## src/hw/pcw_defines.svh

```systemverilog
// register offsets, field positions, reset values and timing counts of the pwm/watchdog block
`ifndef PCW_DEFINES_SVH
`define PCW_DEFINES_SVH

// byte offsets on the register bus
`define PCW_OFS_CTRL      8'h00
`define PCW_OFS_AMODE     8'h04
`define PCW_OFS_PWMCFG    8'h08
`define PCW_OFS_CNTL      8'h0C
`define PCW_OFS_CNTH      8'h10
`define PCW_OFS_MODE_BASE 8'h40
`define PCW_OFS_CMP_BASE  8'h60

// array_control_reg fields
`define PCW_CTRL_CF  7
`define PCW_CTRL_CR  6
// array_mode_reg fields
`define PCW_AM_IDLE  7
`define PCW_AM_WDE   6
`define PCW_AM_LOCK  5
`define PCW_AM_CPS_H 3
`define PCW_AM_CPS_L 1
// pwm_config_reg fields
`define PCW_PC_RELOAD_SELECT 7
`define PCW_PC_PWM_OVERFLOW_FLAG  5
`define PCW_PC_CLS_H 1
`define PCW_PC_CLS_L 0
// module_mode_reg fields
`define PCW_MD_WIDE  7
`define PCW_MD_CMPEN 6
`define PCW_MD_MATCH 3
`define PCW_MD_PWM   1

// reset values
`define PCW_AMODE_RST 8'h40
`define PCW_BYTE_RST  8'h00

// clock source encodings and prescale
`define PCW_CPS_DIV12 3'h0
`define PCW_CPS_DIV4  3'h1
`define PCW_CPS_SYS   3'h2
`define PCW_CPS_EXT   3'h3
`define PCW_DIV12     4'hB
`define PCW_DIV4      4'h3

`endif

```

## src/hw/pcw_pkg.sv

```systemverilog
// types shared by the pwm/watchdog block
package pcw_pkg;

	// effective operating mode of one module
	typedef enum logic [1:0] {
		PCW_IDLE,
		PCW_TIMER,
		PCW_NARROW,
		PCW_WIDE
	} pcw_mode_t;

	typedef logic [7:0]  pcw_byte_t;
	typedef logic [15:0] pcw_word_t;

endpackage

```

## src/hw/pcw_top.sv

```systemverilog
// counter array with narrow/wide pwm modules and module-5 watchdog, apb register slave
//
// Notes on behaviour
// - reload_select steers compare byte accesses to auto-reload or compare register.
// - n-bit pwm: pin high on low-n-bit match, low on overflow out of bit n.
// - each n-bit overflow sets pwm_overflow_flag and copies reload into narrow compare; eight bits copies high byte to low.
// - narrow pwm when comparator and pwm enabled, wide pwm clear, at any cycle length.
// - narrow pwm with match_flag_enable sets compare_flag on each match.
// - n-bit overflow recurs every 256, 512, 1024 or 2048 counter clocks.
// - low byte write clears comparator_enable, high byte write sets it.
// - comparator disabled holds a pwm output at zero duty.
// - wide pwm when comparator, pwm and wide pwm enables all set.
// - wide pwm: high on 16-bit match, low on 16-bit overflow, flags mark both.
// - watchdog on: module 5 high byte vs counter high, low byte is offset.
// - watchdog enabled after reset, clock /12, bytes zero, 256-clock timeout.
// - watchdog on: counter forced, counter writes, clock, idle, module 5 frozen.
// - watchdog on: counter_run writes harmless, reads the software value only.
// - any watchdog_update_byte write loads counter high plus offset.
// - watchdog reset when low byte overflows while update byte equals high byte.
// - timeout is 256 times offset plus 256 minus low byte at update.
// - writing 1 to module5_compare_flag under watchdog forces immediate reset.
// - enable or lock turns watchdog on; lock holds it until system reset.
// - idle_suspend pauses the count while the processor idles.
// - cycle_length_select 00b selects eight bits, others 9, 10, 11.
//
// Decided for this implementation: the address map and register access over APB.
`include "pcw_defines.svh"

module pcw_top
	import pcw_pkg::*;
#(
	parameter int NUM_MOD = 6,              // capture/compare modules
	parameter int WDT_MOD = 5,              // module that becomes the watchdog
	parameter int ADDR_W  = 8               // apb address width
) (
	input  wire logic               sys_clk,           // system clock, 200 MHz
	input  wire logic               sys_rst,           // synchronous reset, active high
	input  wire logic               psel,              // apb select
	input  wire logic               penable,           // apb access phase
	input  wire logic               pwrite,            // apb write
	input  wire logic [ADDR_W-1:0]  paddr,             // apb byte address
	input  wire logic [31:0]        pwdata,            // apb write data
	output logic      [31:0]        prdata,            // apb read data
	output logic                    pready,            // apb ready
	output logic                    pslverr,           // apb error, unmapped address
	input  wire logic               cpu_idle,          // processor idle mode level
	input  wire logic               ext_tick,          // external counter clock pulse
	output logic      [NUM_MOD-1:0] module_output_pin, // one output per module
	output logic                    wdt_reset          // one-cycle watchdog reset request
);

	// counter state and configuration
	pcw_word_t             cnt;
	logic [3:0]            div_cnt;
	logic                  src_tick;
	logic                  tick;
	logic                  counter_overflow_flag;
	logic                  counter_run;
	logic [NUM_MOD-1:0]    compare_flag;
	logic                  idle_suspend;
	logic                  watchdog_enable;
	logic                  watchdog_lock;
	logic [2:0]            clock_source_select;
	logic                  reload_select;
	logic                  pwm_overflow_flag;
	logic [1:0]            cycle_length_select;
	pcw_byte_t             mode_reg [NUM_MOD];
	pcw_word_t             compare_value [NUM_MOD];
	pcw_word_t             reload_value [NUM_MOD];

	// derived terms
	logic                  wdt_on;
	logic                  run_eff;
	pcw_word_t             cnt_next;
	pcw_word_t             len_mask;
	logic                  narrow_ovf;
	logic                  wide_ovf;
	logic                  low_ovf;
	logic                  wdt_fire;
	logic                  wdt_force;
	pcw_mode_t             mode_eff [NUM_MOD];
	logic [NUM_MOD-1:0]    match_n;
	logic [NUM_MOD-1:0]    match_w;
	logic [NUM_MOD-1:0]    flag_set;

	// bus decode
	logic                  acc;
	logic                  wr;
	logic [ADDR_W-1:0]     a;
	pcw_byte_t             wb;
	logic                  hit_ctrl;
	logic                  hit_amode;
	logic                  hit_pcfg;
	logic                  hit_cntl;
	logic                  hit_cnth;
	logic [NUM_MOD-1:0]    hit_mode;
	logic [NUM_MOD-1:0]    hit_lo;
	logic [NUM_MOD-1:0]    hit_hi;
	logic                  hit_any;
	pcw_byte_t             rd_byte;

	// mask of the pwm cycle length
	// length encoding
	function automatic pcw_word_t cls_mask(input logic [1:0] cls);
		unique case (cls)
			2'b00:   cls_mask = 16'h00FF;
			2'b01:   cls_mask = 16'h01FF;
			2'b10:   cls_mask = 16'h03FF;
			2'b11:   cls_mask = 16'h07FF;
		endcase
	endfunction

	// decode one module mode byte into its operating mode
	function automatic pcw_mode_t decode_mode(input pcw_byte_t m);
		if (m[`PCW_MD_PWM] && m[`PCW_MD_WIDE])
			decode_mode = PCW_WIDE;
		else if (m[`PCW_MD_PWM])
			decode_mode = PCW_NARROW;
		else if (m[`PCW_MD_CMPEN] && m[`PCW_MD_MATCH])
			decode_mode = PCW_TIMER;
		else
			decode_mode = PCW_IDLE;
	endfunction

	// bus strobes; a write lands only at the edge where pready is seen high
	assign acc = psel & penable;
	assign wr  = acc & pwrite & pready;
	assign a   = paddr;
	assign wb  = pwdata[7:0];

	// enable or lock keeps the watchdog on
	assign wdt_on = watchdog_enable | watchdog_lock;
	assign run_eff = counter_run | wdt_on;

	// register address decode
	always_comb begin
		hit_ctrl  = (a == ADDR_W'(`PCW_OFS_CTRL));
		hit_amode = (a == ADDR_W'(`PCW_OFS_AMODE));
		hit_pcfg  = (a == ADDR_W'(`PCW_OFS_PWMCFG));
		hit_cntl  = (a == ADDR_W'(`PCW_OFS_CNTL));
		hit_cnth  = (a == ADDR_W'(`PCW_OFS_CNTH));
		for (int i = 0; i < NUM_MOD; i++) begin
			hit_mode[i] = (a == ADDR_W'(`PCW_OFS_MODE_BASE + 4 * i));
			hit_lo[i]   = (a == ADDR_W'(`PCW_OFS_CMP_BASE + 8 * i));
			hit_hi[i]   = (a == ADDR_W'(`PCW_OFS_CMP_BASE + 8 * i + 4));
		end
		hit_any = hit_ctrl | hit_amode | hit_pcfg | hit_cntl | hit_cnth
			| (|hit_mode) | (|hit_lo) | (|hit_hi);
	end

	// read mux; reserved bits read zero, but module mode bytes read back all eight written bits
	always_comb begin
		rd_byte = 8'h00;
		if (hit_ctrl)
			// run bit shows only what software wrote
			rd_byte = {counter_overflow_flag, counter_run, 6'(compare_flag)};
		if (hit_amode)
			rd_byte = {idle_suspend, watchdog_enable, watchdog_lock, 1'b0,
				clock_source_select, 1'b0};
		if (hit_pcfg)
			rd_byte = {reload_select, 1'b0, pwm_overflow_flag, 3'b000, cycle_length_select};
		if (hit_cntl)
			rd_byte = cnt[7:0];
		if (hit_cnth)
			rd_byte = cnt[15:8];
		for (int i = 0; i < NUM_MOD; i++) begin
			if (hit_mode[i])
				rd_byte = mode_reg[i];
			// reload_select picks the register behind the byte
			if (hit_lo[i])
				rd_byte = reload_select ? reload_value[i][7:0] : compare_value[i][7:0];
			if (hit_hi[i])
				rd_byte = reload_select ? reload_value[i][15:8] : compare_value[i][15:8];
		end
	end

	// apb answer: one wait state, data and error registered with ready
	always_ff @(posedge sys_clk) begin
		if (sys_rst) begin
			pready  <= 1'b0;
			prdata  <= 32'h0000_0000;
			pslverr <= 1'b0;
		end else begin
			pready  <= acc & ~pready;
			prdata  <= (acc & ~pready & ~pwrite) ? {24'h00_0000, rd_byte} : 32'h0000_0000;
			pslverr <= acc & ~pready & ~hit_any;
		end
	end

	// counter clock prescaler; /12 is the reset choice
	always_ff @(posedge sys_clk) begin
		if (sys_rst) begin
			div_cnt <= 4'h0;
		end else begin
			if ((clock_source_select == `PCW_CPS_DIV4 && div_cnt >= `PCW_DIV4)
				|| div_cnt >= `PCW_DIV12)
				div_cnt <= 4'h0;
			else
				div_cnt <= div_cnt + 4'h1;
		end
	end

	// source select; unused codes fall back to /12
	always_comb begin
		unique case (clock_source_select)
			`PCW_CPS_DIV4: src_tick = (div_cnt == `PCW_DIV4);
			`PCW_CPS_SYS:  src_tick = 1'b1;
			`PCW_CPS_EXT:  src_tick = ext_tick;
			default:       src_tick = (div_cnt == `PCW_DIV12);
		endcase
	end

	// idle pauses the count when idle_suspend is set
	assign tick = src_tick & run_eff & ~(idle_suspend & cpu_idle);

	assign cnt_next   = cnt + 16'h0001;
	assign len_mask   = cls_mask(cycle_length_select);
	// wrap of the low n bits sets the period
	assign narrow_ovf = tick & ((cnt_next & len_mask) == 16'h0000);
	assign wide_ovf   = tick & (cnt == 16'hFFFF);
	assign low_ovf    = tick & (cnt[7:0] == 8'hFF);

	// per module mode and comparator matches against the coming count
	always_comb begin
		for (int i = 0; i < NUM_MOD; i++) begin
			mode_eff[i] = decode_mode(mode_reg[i]);
			// module 5 forced to software timer
			if (i == WDT_MOD && wdt_on)
				mode_eff[i] = PCW_TIMER;
			match_n[i] = tick & ((cnt_next & len_mask) == (compare_value[i] & len_mask));
			match_w[i] = tick & (cnt_next == compare_value[i]);
			// narrow match flag; wide match flag
			flag_set[i] = mode_reg[i][`PCW_MD_MATCH] & mode_reg[i][`PCW_MD_CMPEN]
				& ((mode_eff[i] == PCW_NARROW) ? match_n[i] : match_w[i])
				& (mode_eff[i] != PCW_IDLE);
		end
	end

	// low byte overflows while update byte equals counter high
	assign wdt_fire  = wdt_on & low_ovf & (compare_value[WDT_MOD][15:8] == cnt[15:8]);
	assign wdt_force = wdt_on & wr & hit_ctrl & wb[WDT_MOD];

	// watchdog reset pulse
	always_ff @(posedge sys_clk) begin
		if (sys_rst)
			wdt_reset <= 1'b0;
		else
			wdt_reset <= wdt_fire | wdt_force;
	end

	// shared counter; software writes only while the watchdog is off
	always_ff @(posedge sys_clk) begin
		if (sys_rst) begin
			cnt <= 16'h0000;
		end else begin
			if (wr && hit_cntl && !wdt_on)
				cnt[7:0] <= wb;
			else if (wr && hit_cnth && !wdt_on)
				cnt[15:8] <= wb;
			else if (tick)
				cnt <= cnt_next;
		end
	end

	// control flags; a hardware set beats a software clear in the same cycle
	always_ff @(posedge sys_clk) begin
		if (sys_rst) begin
			counter_overflow_flag <= 1'b0;
			counter_run           <= 1'b0;
			compare_flag          <= '0;
		end else begin
			if (wr && hit_ctrl) begin
				// stored, but a running watchdog overrides it
				counter_run           <= wb[`PCW_CTRL_CR];
				counter_overflow_flag <= wb[`PCW_CTRL_CF] | wide_ovf;
				compare_flag          <= wb[NUM_MOD-1:0] | flag_set;
			end else begin
				counter_overflow_flag <= counter_overflow_flag | wide_ovf;
				compare_flag          <= compare_flag | flag_set;
			end
		end
	end

	// mode register: clock source and idle frozen under watchdog
	always_ff @(posedge sys_clk) begin
		if (sys_rst) begin
			// watchdog on and /12 after reset
			idle_suspend        <= 1'(`PCW_AMODE_RST >> `PCW_AM_IDLE);
			watchdog_enable     <= 1'b1;
			watchdog_lock       <= 1'b0;
			clock_source_select <= `PCW_CPS_DIV12;
		end else if (wr && hit_amode) begin
			// lock can only be set; reset alone clears it
			watchdog_enable <= wb[`PCW_AM_WDE];
			watchdog_lock   <= watchdog_lock | wb[`PCW_AM_LOCK];
			if (!wdt_on) begin
				idle_suspend        <= wb[`PCW_AM_IDLE];
				clock_source_select <= wb[`PCW_AM_CPS_H:`PCW_AM_CPS_L];
			end
		end
	end

	// pwm config: overflow flag set wins over a clearing write
	always_ff @(posedge sys_clk) begin
		if (sys_rst) begin
			reload_select       <= 1'b0;
			pwm_overflow_flag   <= 1'b0;
			cycle_length_select <= 2'b00;
		end else if (wr && hit_pcfg) begin
			reload_select       <= wb[`PCW_PC_RELOAD_SELECT];
			pwm_overflow_flag   <= wb[`PCW_PC_PWM_OVERFLOW_FLAG] | narrow_ovf;
			cycle_length_select <= wb[`PCW_PC_CLS_H:`PCW_PC_CLS_L];
		end else begin
			pwm_overflow_flag <= pwm_overflow_flag | narrow_ovf;
		end
	end

	// module mode bytes; compare byte writes also move comparator_enable
	always_ff @(posedge sys_clk) begin
		if (sys_rst) begin
			for (int i = 0; i < NUM_MOD; i++)
				mode_reg[i] <= `PCW_BYTE_RST;
		end else begin
			for (int i = 0; i < NUM_MOD; i++) begin
				if (!(i == WDT_MOD && wdt_on)) begin
					if (wr && hit_mode[i])
						mode_reg[i] <= wb;
					// low write clears, high write sets the comparator
					else if (wr && hit_lo[i])
						mode_reg[i][`PCW_MD_CMPEN] <= 1'b0;
					else if (wr && hit_hi[i])
						mode_reg[i][`PCW_MD_CMPEN] <= 1'b1;
				end
			end
		end
	end

	// auto-reload registers, right-justified
	always_ff @(posedge sys_clk) begin
		if (sys_rst) begin
			for (int i = 0; i < NUM_MOD; i++)
				reload_value[i] <= 16'h0000;
		end else begin
			for (int i = 0; i < NUM_MOD; i++) begin
				// reload side of the dual map
				if (wr && reload_select && hit_lo[i])
					reload_value[i][7:0] <= wb;
				if (wr && reload_select && hit_hi[i])
					reload_value[i][15:8] <= wb;
			end
		end
	end

	// compare registers: software writes, watchdog update and overflow reload
	always_ff @(posedge sys_clk) begin
		if (sys_rst) begin
			for (int i = 0; i < NUM_MOD; i++)
				compare_value[i] <= 16'h0000;
		end else begin
			for (int i = 0; i < NUM_MOD; i++) begin
				if (i == WDT_MOD && wdt_on && wr && hit_hi[i]) begin
					// update byte ignores the data; offset adds whole pages
					compare_value[i][15:8] <= cnt[15:8] + compare_value[i][7:0];
				end else if (wr && !reload_select && hit_lo[i]) begin
					compare_value[i][7:0] <= wb;
				end else if (wr && !reload_select && hit_hi[i]) begin
					compare_value[i][15:8] <= wb;
				end else if (narrow_ovf && mode_eff[i] == PCW_NARROW) begin
					// reload on each overflow; eight bits takes the high byte
					if (cycle_length_select == 2'b00)
						compare_value[i][7:0] <= compare_value[i][15:8];
					else
						compare_value[i] <= reload_value[i];
				end
			end
		end
	end

	// output pins; a match in the wrap tick wins so a zero compare gives full duty
	always_ff @(posedge sys_clk) begin
		if (sys_rst) begin
			module_output_pin <= '0;
		end else begin
			for (int i = 0; i < NUM_MOD; i++) begin
				unique case (mode_eff[i])
					PCW_NARROW: begin
						if (!mode_reg[i][`PCW_MD_CMPEN])
							module_output_pin[i] <= 1'b0;
						// set on match, clear on n-bit overflow; mode
						else if (match_n[i])
							module_output_pin[i] <= 1'b1;
						else if (narrow_ovf)
							module_output_pin[i] <= 1'b0;
					end
					PCW_WIDE: begin
						// wide mode ignores the length select
						if (!mode_reg[i][`PCW_MD_CMPEN])
							module_output_pin[i] <= 1'b0;
						// set on 16-bit match, clear on 16-bit overflow
						else if (match_w[i])
							module_output_pin[i] <= 1'b1;
						else if (tick && cnt_next == 16'h0000)
							module_output_pin[i] <= 1'b0;
					end
					// timer and idle modes leave the pin where it is
					default: module_output_pin[i] <= module_output_pin[i];
				endcase
			end
		end
	end

endmodule // pcw_top

```

## config.mk

```make
export PLATFORM = sky130hd
export DESIGN_NAME = pcw_top
export DESIGN_NICKNAME = d
export VERILOG_FILES = /design/src/hw/pcw_pkg.sv /design/src/hw/pcw_top.sv
export VERILOG_INCLUDE_DIRS = /design/src /design/src/hw
export SDC_FILE = /design/constraint.sdc
export NUM_CORES = 1
export LEC_CHECK = 0
export ABC_AREA = 0
export BUFFER_PORTS_ARGS = -buffer_cell sky130_fd_sc_hd__buf_2
export CAP_MARGIN = 0
export CORE_UTILIZATION = 40
export DETAILED_ROUTE_END_ITERATION = 7
export PLACE_DENSITY_LB_ADDON = 0.15
export SETUP_SLACK_MARGIN = 0.3
export SYNTH_ARGS = -nofsm -noshare
export SYNTH_HDL_FRONTEND = slang
export SYNTH_SLANG_ARGS = --single-unit
```

## constraint.sdc

```tcl
create_clock -name sys_clk -period 9.73 [get_ports sys_clk]
set_clock_uncertainty 0.15 [all_clocks]
set_input_delay 0.973 -clock sys_clk [delete_from_list [all_inputs] [get_ports sys_clk]]
set_output_delay 0.973 -clock sys_clk [all_outputs]
set_load 0.005 [all_outputs]
```

==> metrics.md <==
| Metric | Value |
|---|---|
| Max-Cap Viols | 0 |
| Fillcell total | 4626 |
| Synthesis Warnings | 0 |
| Worst-path fanout max | 17 |
| Hold Buf Count CTS | 0 |
| Post-synthesis instance total | between 2000 and 2500 |
| Distinct cells, synth | 97 |
| Critical-path cell list | ha_1 -> nand3_2 -> nor2_1 -> o31ai_1 -> o21ai_1 -> or2_1 -> buf_4 -> or3_1 -> nand2_1 |
| Share of cells above drive strength 1 | 0.120 |
| Core Region | between 40000 and 50000 µm² |
| Ports | 88 |
| # port buffers | 39 |
| Post-synthesis adder-cell area fraction | 0.00741 |
| Final-report setup violation count | 0 |
| Via count | between 15000 and 20000 |
| Routed vias/inst | 6.39 |
| Final core occ | 0.446 |
| Status | finished, final reports clean |
| Synthesis-to-finish area growth | 9.42% |
| Commonest non-fill, non-tap cells in the layout | edfxtp_1 (240), nor2_1 (191), mux2i_1 (137), nand2_1 (126), and2_1 (108) |
| Hpwl dp | approximately 54000 µm |
| Period Utilization, post-route | 0.536 |
| # resized after CTS | 0 |
| PwrDens | between 100 and 150 nW/µm² |
| Die W | about 220 µm |
| Static leakage | about 7.6 nW |
| WL final | just under 80000 µm |
| Row Count | 80 |
| Post-Syn Area | 19600 µm² |
| Post-Synth Simple-Gate Area | 0.195 |
| Final setup margin | 4.52 ns |
| Post-synthesis sequential area ratio | 0.424 |
| Post-synthesis mux area share | 0.0884 |
| TritonRoute pass-1 iters | 6 |
| Synth Area in Compound Gates | 0.169 |
| # placed instances | around 2600 |
| Hold Path Class | reg2reg |
| Synth top area share | 0.368 |
| Mean Syn Cell Area | between 9 and 10 µm² |
| CTS max path bufs | 3 |
| Nets | roughly 2000 |
| Worst Max-Slew Pin Slew | 1.18 ns |
| Critical path class | reg2reg |
| Iteration-0 DRC Markers | 2110 |
| Pin count of the biggest net entering global routing | 64 |
| RSZ-0062 raised after global routing | false |
| Die area | 49900 µm² |
| Post-layout min period | 5.21 ns |
| Die H | ~220 µm |
| Max IR drop VDD | about 0.00011 V |
| Antenna cells | 0 |
| First-pass GRT wire length | 112000 µm |
| Max Fclk | around 190 MHz |
| Startpoint type of the worst setup path | flop |
| Total track usage | 0.310 |
| Slew headroom | 0.205 |
| Antenna violations before repair | 1 |
| Post-CTS Setup Inserts | 0 |
| WP data arrival | 5.30 ns |
| Required @ worst endpoint | a little under 10 ns |
| Reg clk slew, reported paths | 0.06 ns |
| Total congestion overflow | 0 |
| Vias in the first global route | ~16000 |
| Clock Sinks | 295 |
| Initial Util | 0.408 |
| FF+latch count, synth | 295 |
| H-tree lvl count | 2 |
| CTS tree | yes |
| GPL Wtd Cong | around 0.99 |
| Post-synth top area cell | edfxtp_1 |
| CTS buffer count | 36 |
| Routed Antenna Nets | 0 |
| Clk root buf | clkbuf_16 |
| Final Hold Vio Count | 0 |
| Post-synth EDFFs | between 200 and 250 |
| Largest cells by area after synthesis | edfxtp_1 (37%), mux2i_1 (7.0%), dfxtp_1 (5.6%) |
| Post-place setup slack | between 4 and 5 ns |
| Largest family of logic cells by synthesized area | simple AND/OR/NAND/NOR gates |
| Leading cell type in the layout, fill and taps excluded | edfxtp_1 |
| Max stage delay on crit path | ~0.76 ns |
| Avg WL per Cell | ~30 µm |
| Setup crit end kind | flop |
| Top_reg_cell synth | edfxtp_1 |
| Synth async-reset ratio | 0 |
| DRC violation count after routing | 0 |
| Clock Latency Late Sink | 0.58 ns |
| Post-route insts no fill | roughly 2600 |
| Final count of pins violating max slew | 0 |
| Fin Setup TNS | 0 ns |
| Slowest cell on the critical path | o21ai_1 |
| XOR/XNOR share of the synthesized area | 0.0709 |
==> final timing paths <==
| check | endpoint | startpoint | slack, ns | cells after the start |
|---|---|---|---|---|
| worst min-delay path | div_cnt[0]$_SDFF_PP0_ | div_cnt[0]$_SDFF_PP0_ | 0.30 | 1 |
| worst max register to register | compare_value[0][8]$_SDFFCE_PN0P_ | cnt[1]$_SDFFE_PP0P_ | 4.52 | 9 |
| worst max-delay path | compare_value[0][8]$_SDFFCE_PN0P_ | cnt[1]$_SDFFE_PP0P_ | 4.52 | 9 |
| worst min register to register | div_cnt[0]$_SDFF_PP0_ | div_cnt[0]$_SDFF_PP0_ | 0.30 | 1 |
==> synthesized netlist by cell type, types with 41 or more instances <==
| library cell | instances |
|---|---|
| a21oi_1 | 105 |
| a22o_1 | 43 |
| and2_1 | 108 |
| and3_1 | 45 |
| clkbuf_1 | 112 |
| dfxtp_1 | 55 |
| edfxtp_1 | 240 |
| mux2i_1 | 137 |
| nand2_1 | 126 |
| nand3_1 | 46 |
| nor2_1 | 192 |
| o21ai_0 | 90 |
| xnor2_1 | 85 |
| xor2_1 | 41 |
==> routing by layer <==
layer,vias to the layer above,GRT usage,part of all wire
met5,-,0,0
met4,0,0.126,0.044
met3,188,0.0540,0.080
met2,890,0.486,0.45
met1,8335,0.422,0.43
li1,7382,-,-
==> critical path, delay by kind of cell (launching register included) <==
kind            cells  cell delay [ns]
buf+inv             1             0.28
fa+ha+maj           1             0.64
simple gates        5             2.24
compound gates      2             0.91
flops               1             0.63
==> through the flow <==
stage | hold slack (ns) | total power (W) | cell area [µm²]
floorplan | 0.268 | 0.00155 | 19700
global placement | 0.282 | 0.00162 | 20300
detailed placement | 0.297 | 0.00163 | 20300
CTS | 0.306 | 0.00297 | 21400
global route | 0.329 | 0.00303 | 21400
finish | 0.299 | 0.00297 | 21400
==> logic make-up (layout without fill, tap and decap cells) <==
| family | count (synthesis) | after routing |
|---|---|---|
| mux | 169 | 169 |
| buf+inv | 197 | 180 |
| compound gates | 481 | 481 |
| other cells | 1 | 24 |
| xor+xnor | 139 | 139 |
| simple gates | 713 | 713 |
| flops | 295 | 295 |
| fa+ha+maj | 11 | 11 |
==> area by class of cell <==
cell class,instances,area [µm²],share of cell area
clock buffers,47,983,0.0459
clock inverters,19,181,0.00846
inverters,16,60.1,0.00280
multi-input cells,1537,10500,0.490
flip-flops and latches,295,8310,0.388
well taps,615,769,0.0359
repair buffers,98,641,0.0299
==> power by group <==
part	internal, W	leakage [nW]	switching (W)	total (W)
clock network	0.000796	0.571	0.000566	0.00136
logic	0.0000504	4.09	0.000117	0.000168
registers	0.00140	2.93	0.0000401	0.00144
total	0.00224	7.60	0.000723	0.00297
No activity file was read; power rests on OpenSTA's default activity.
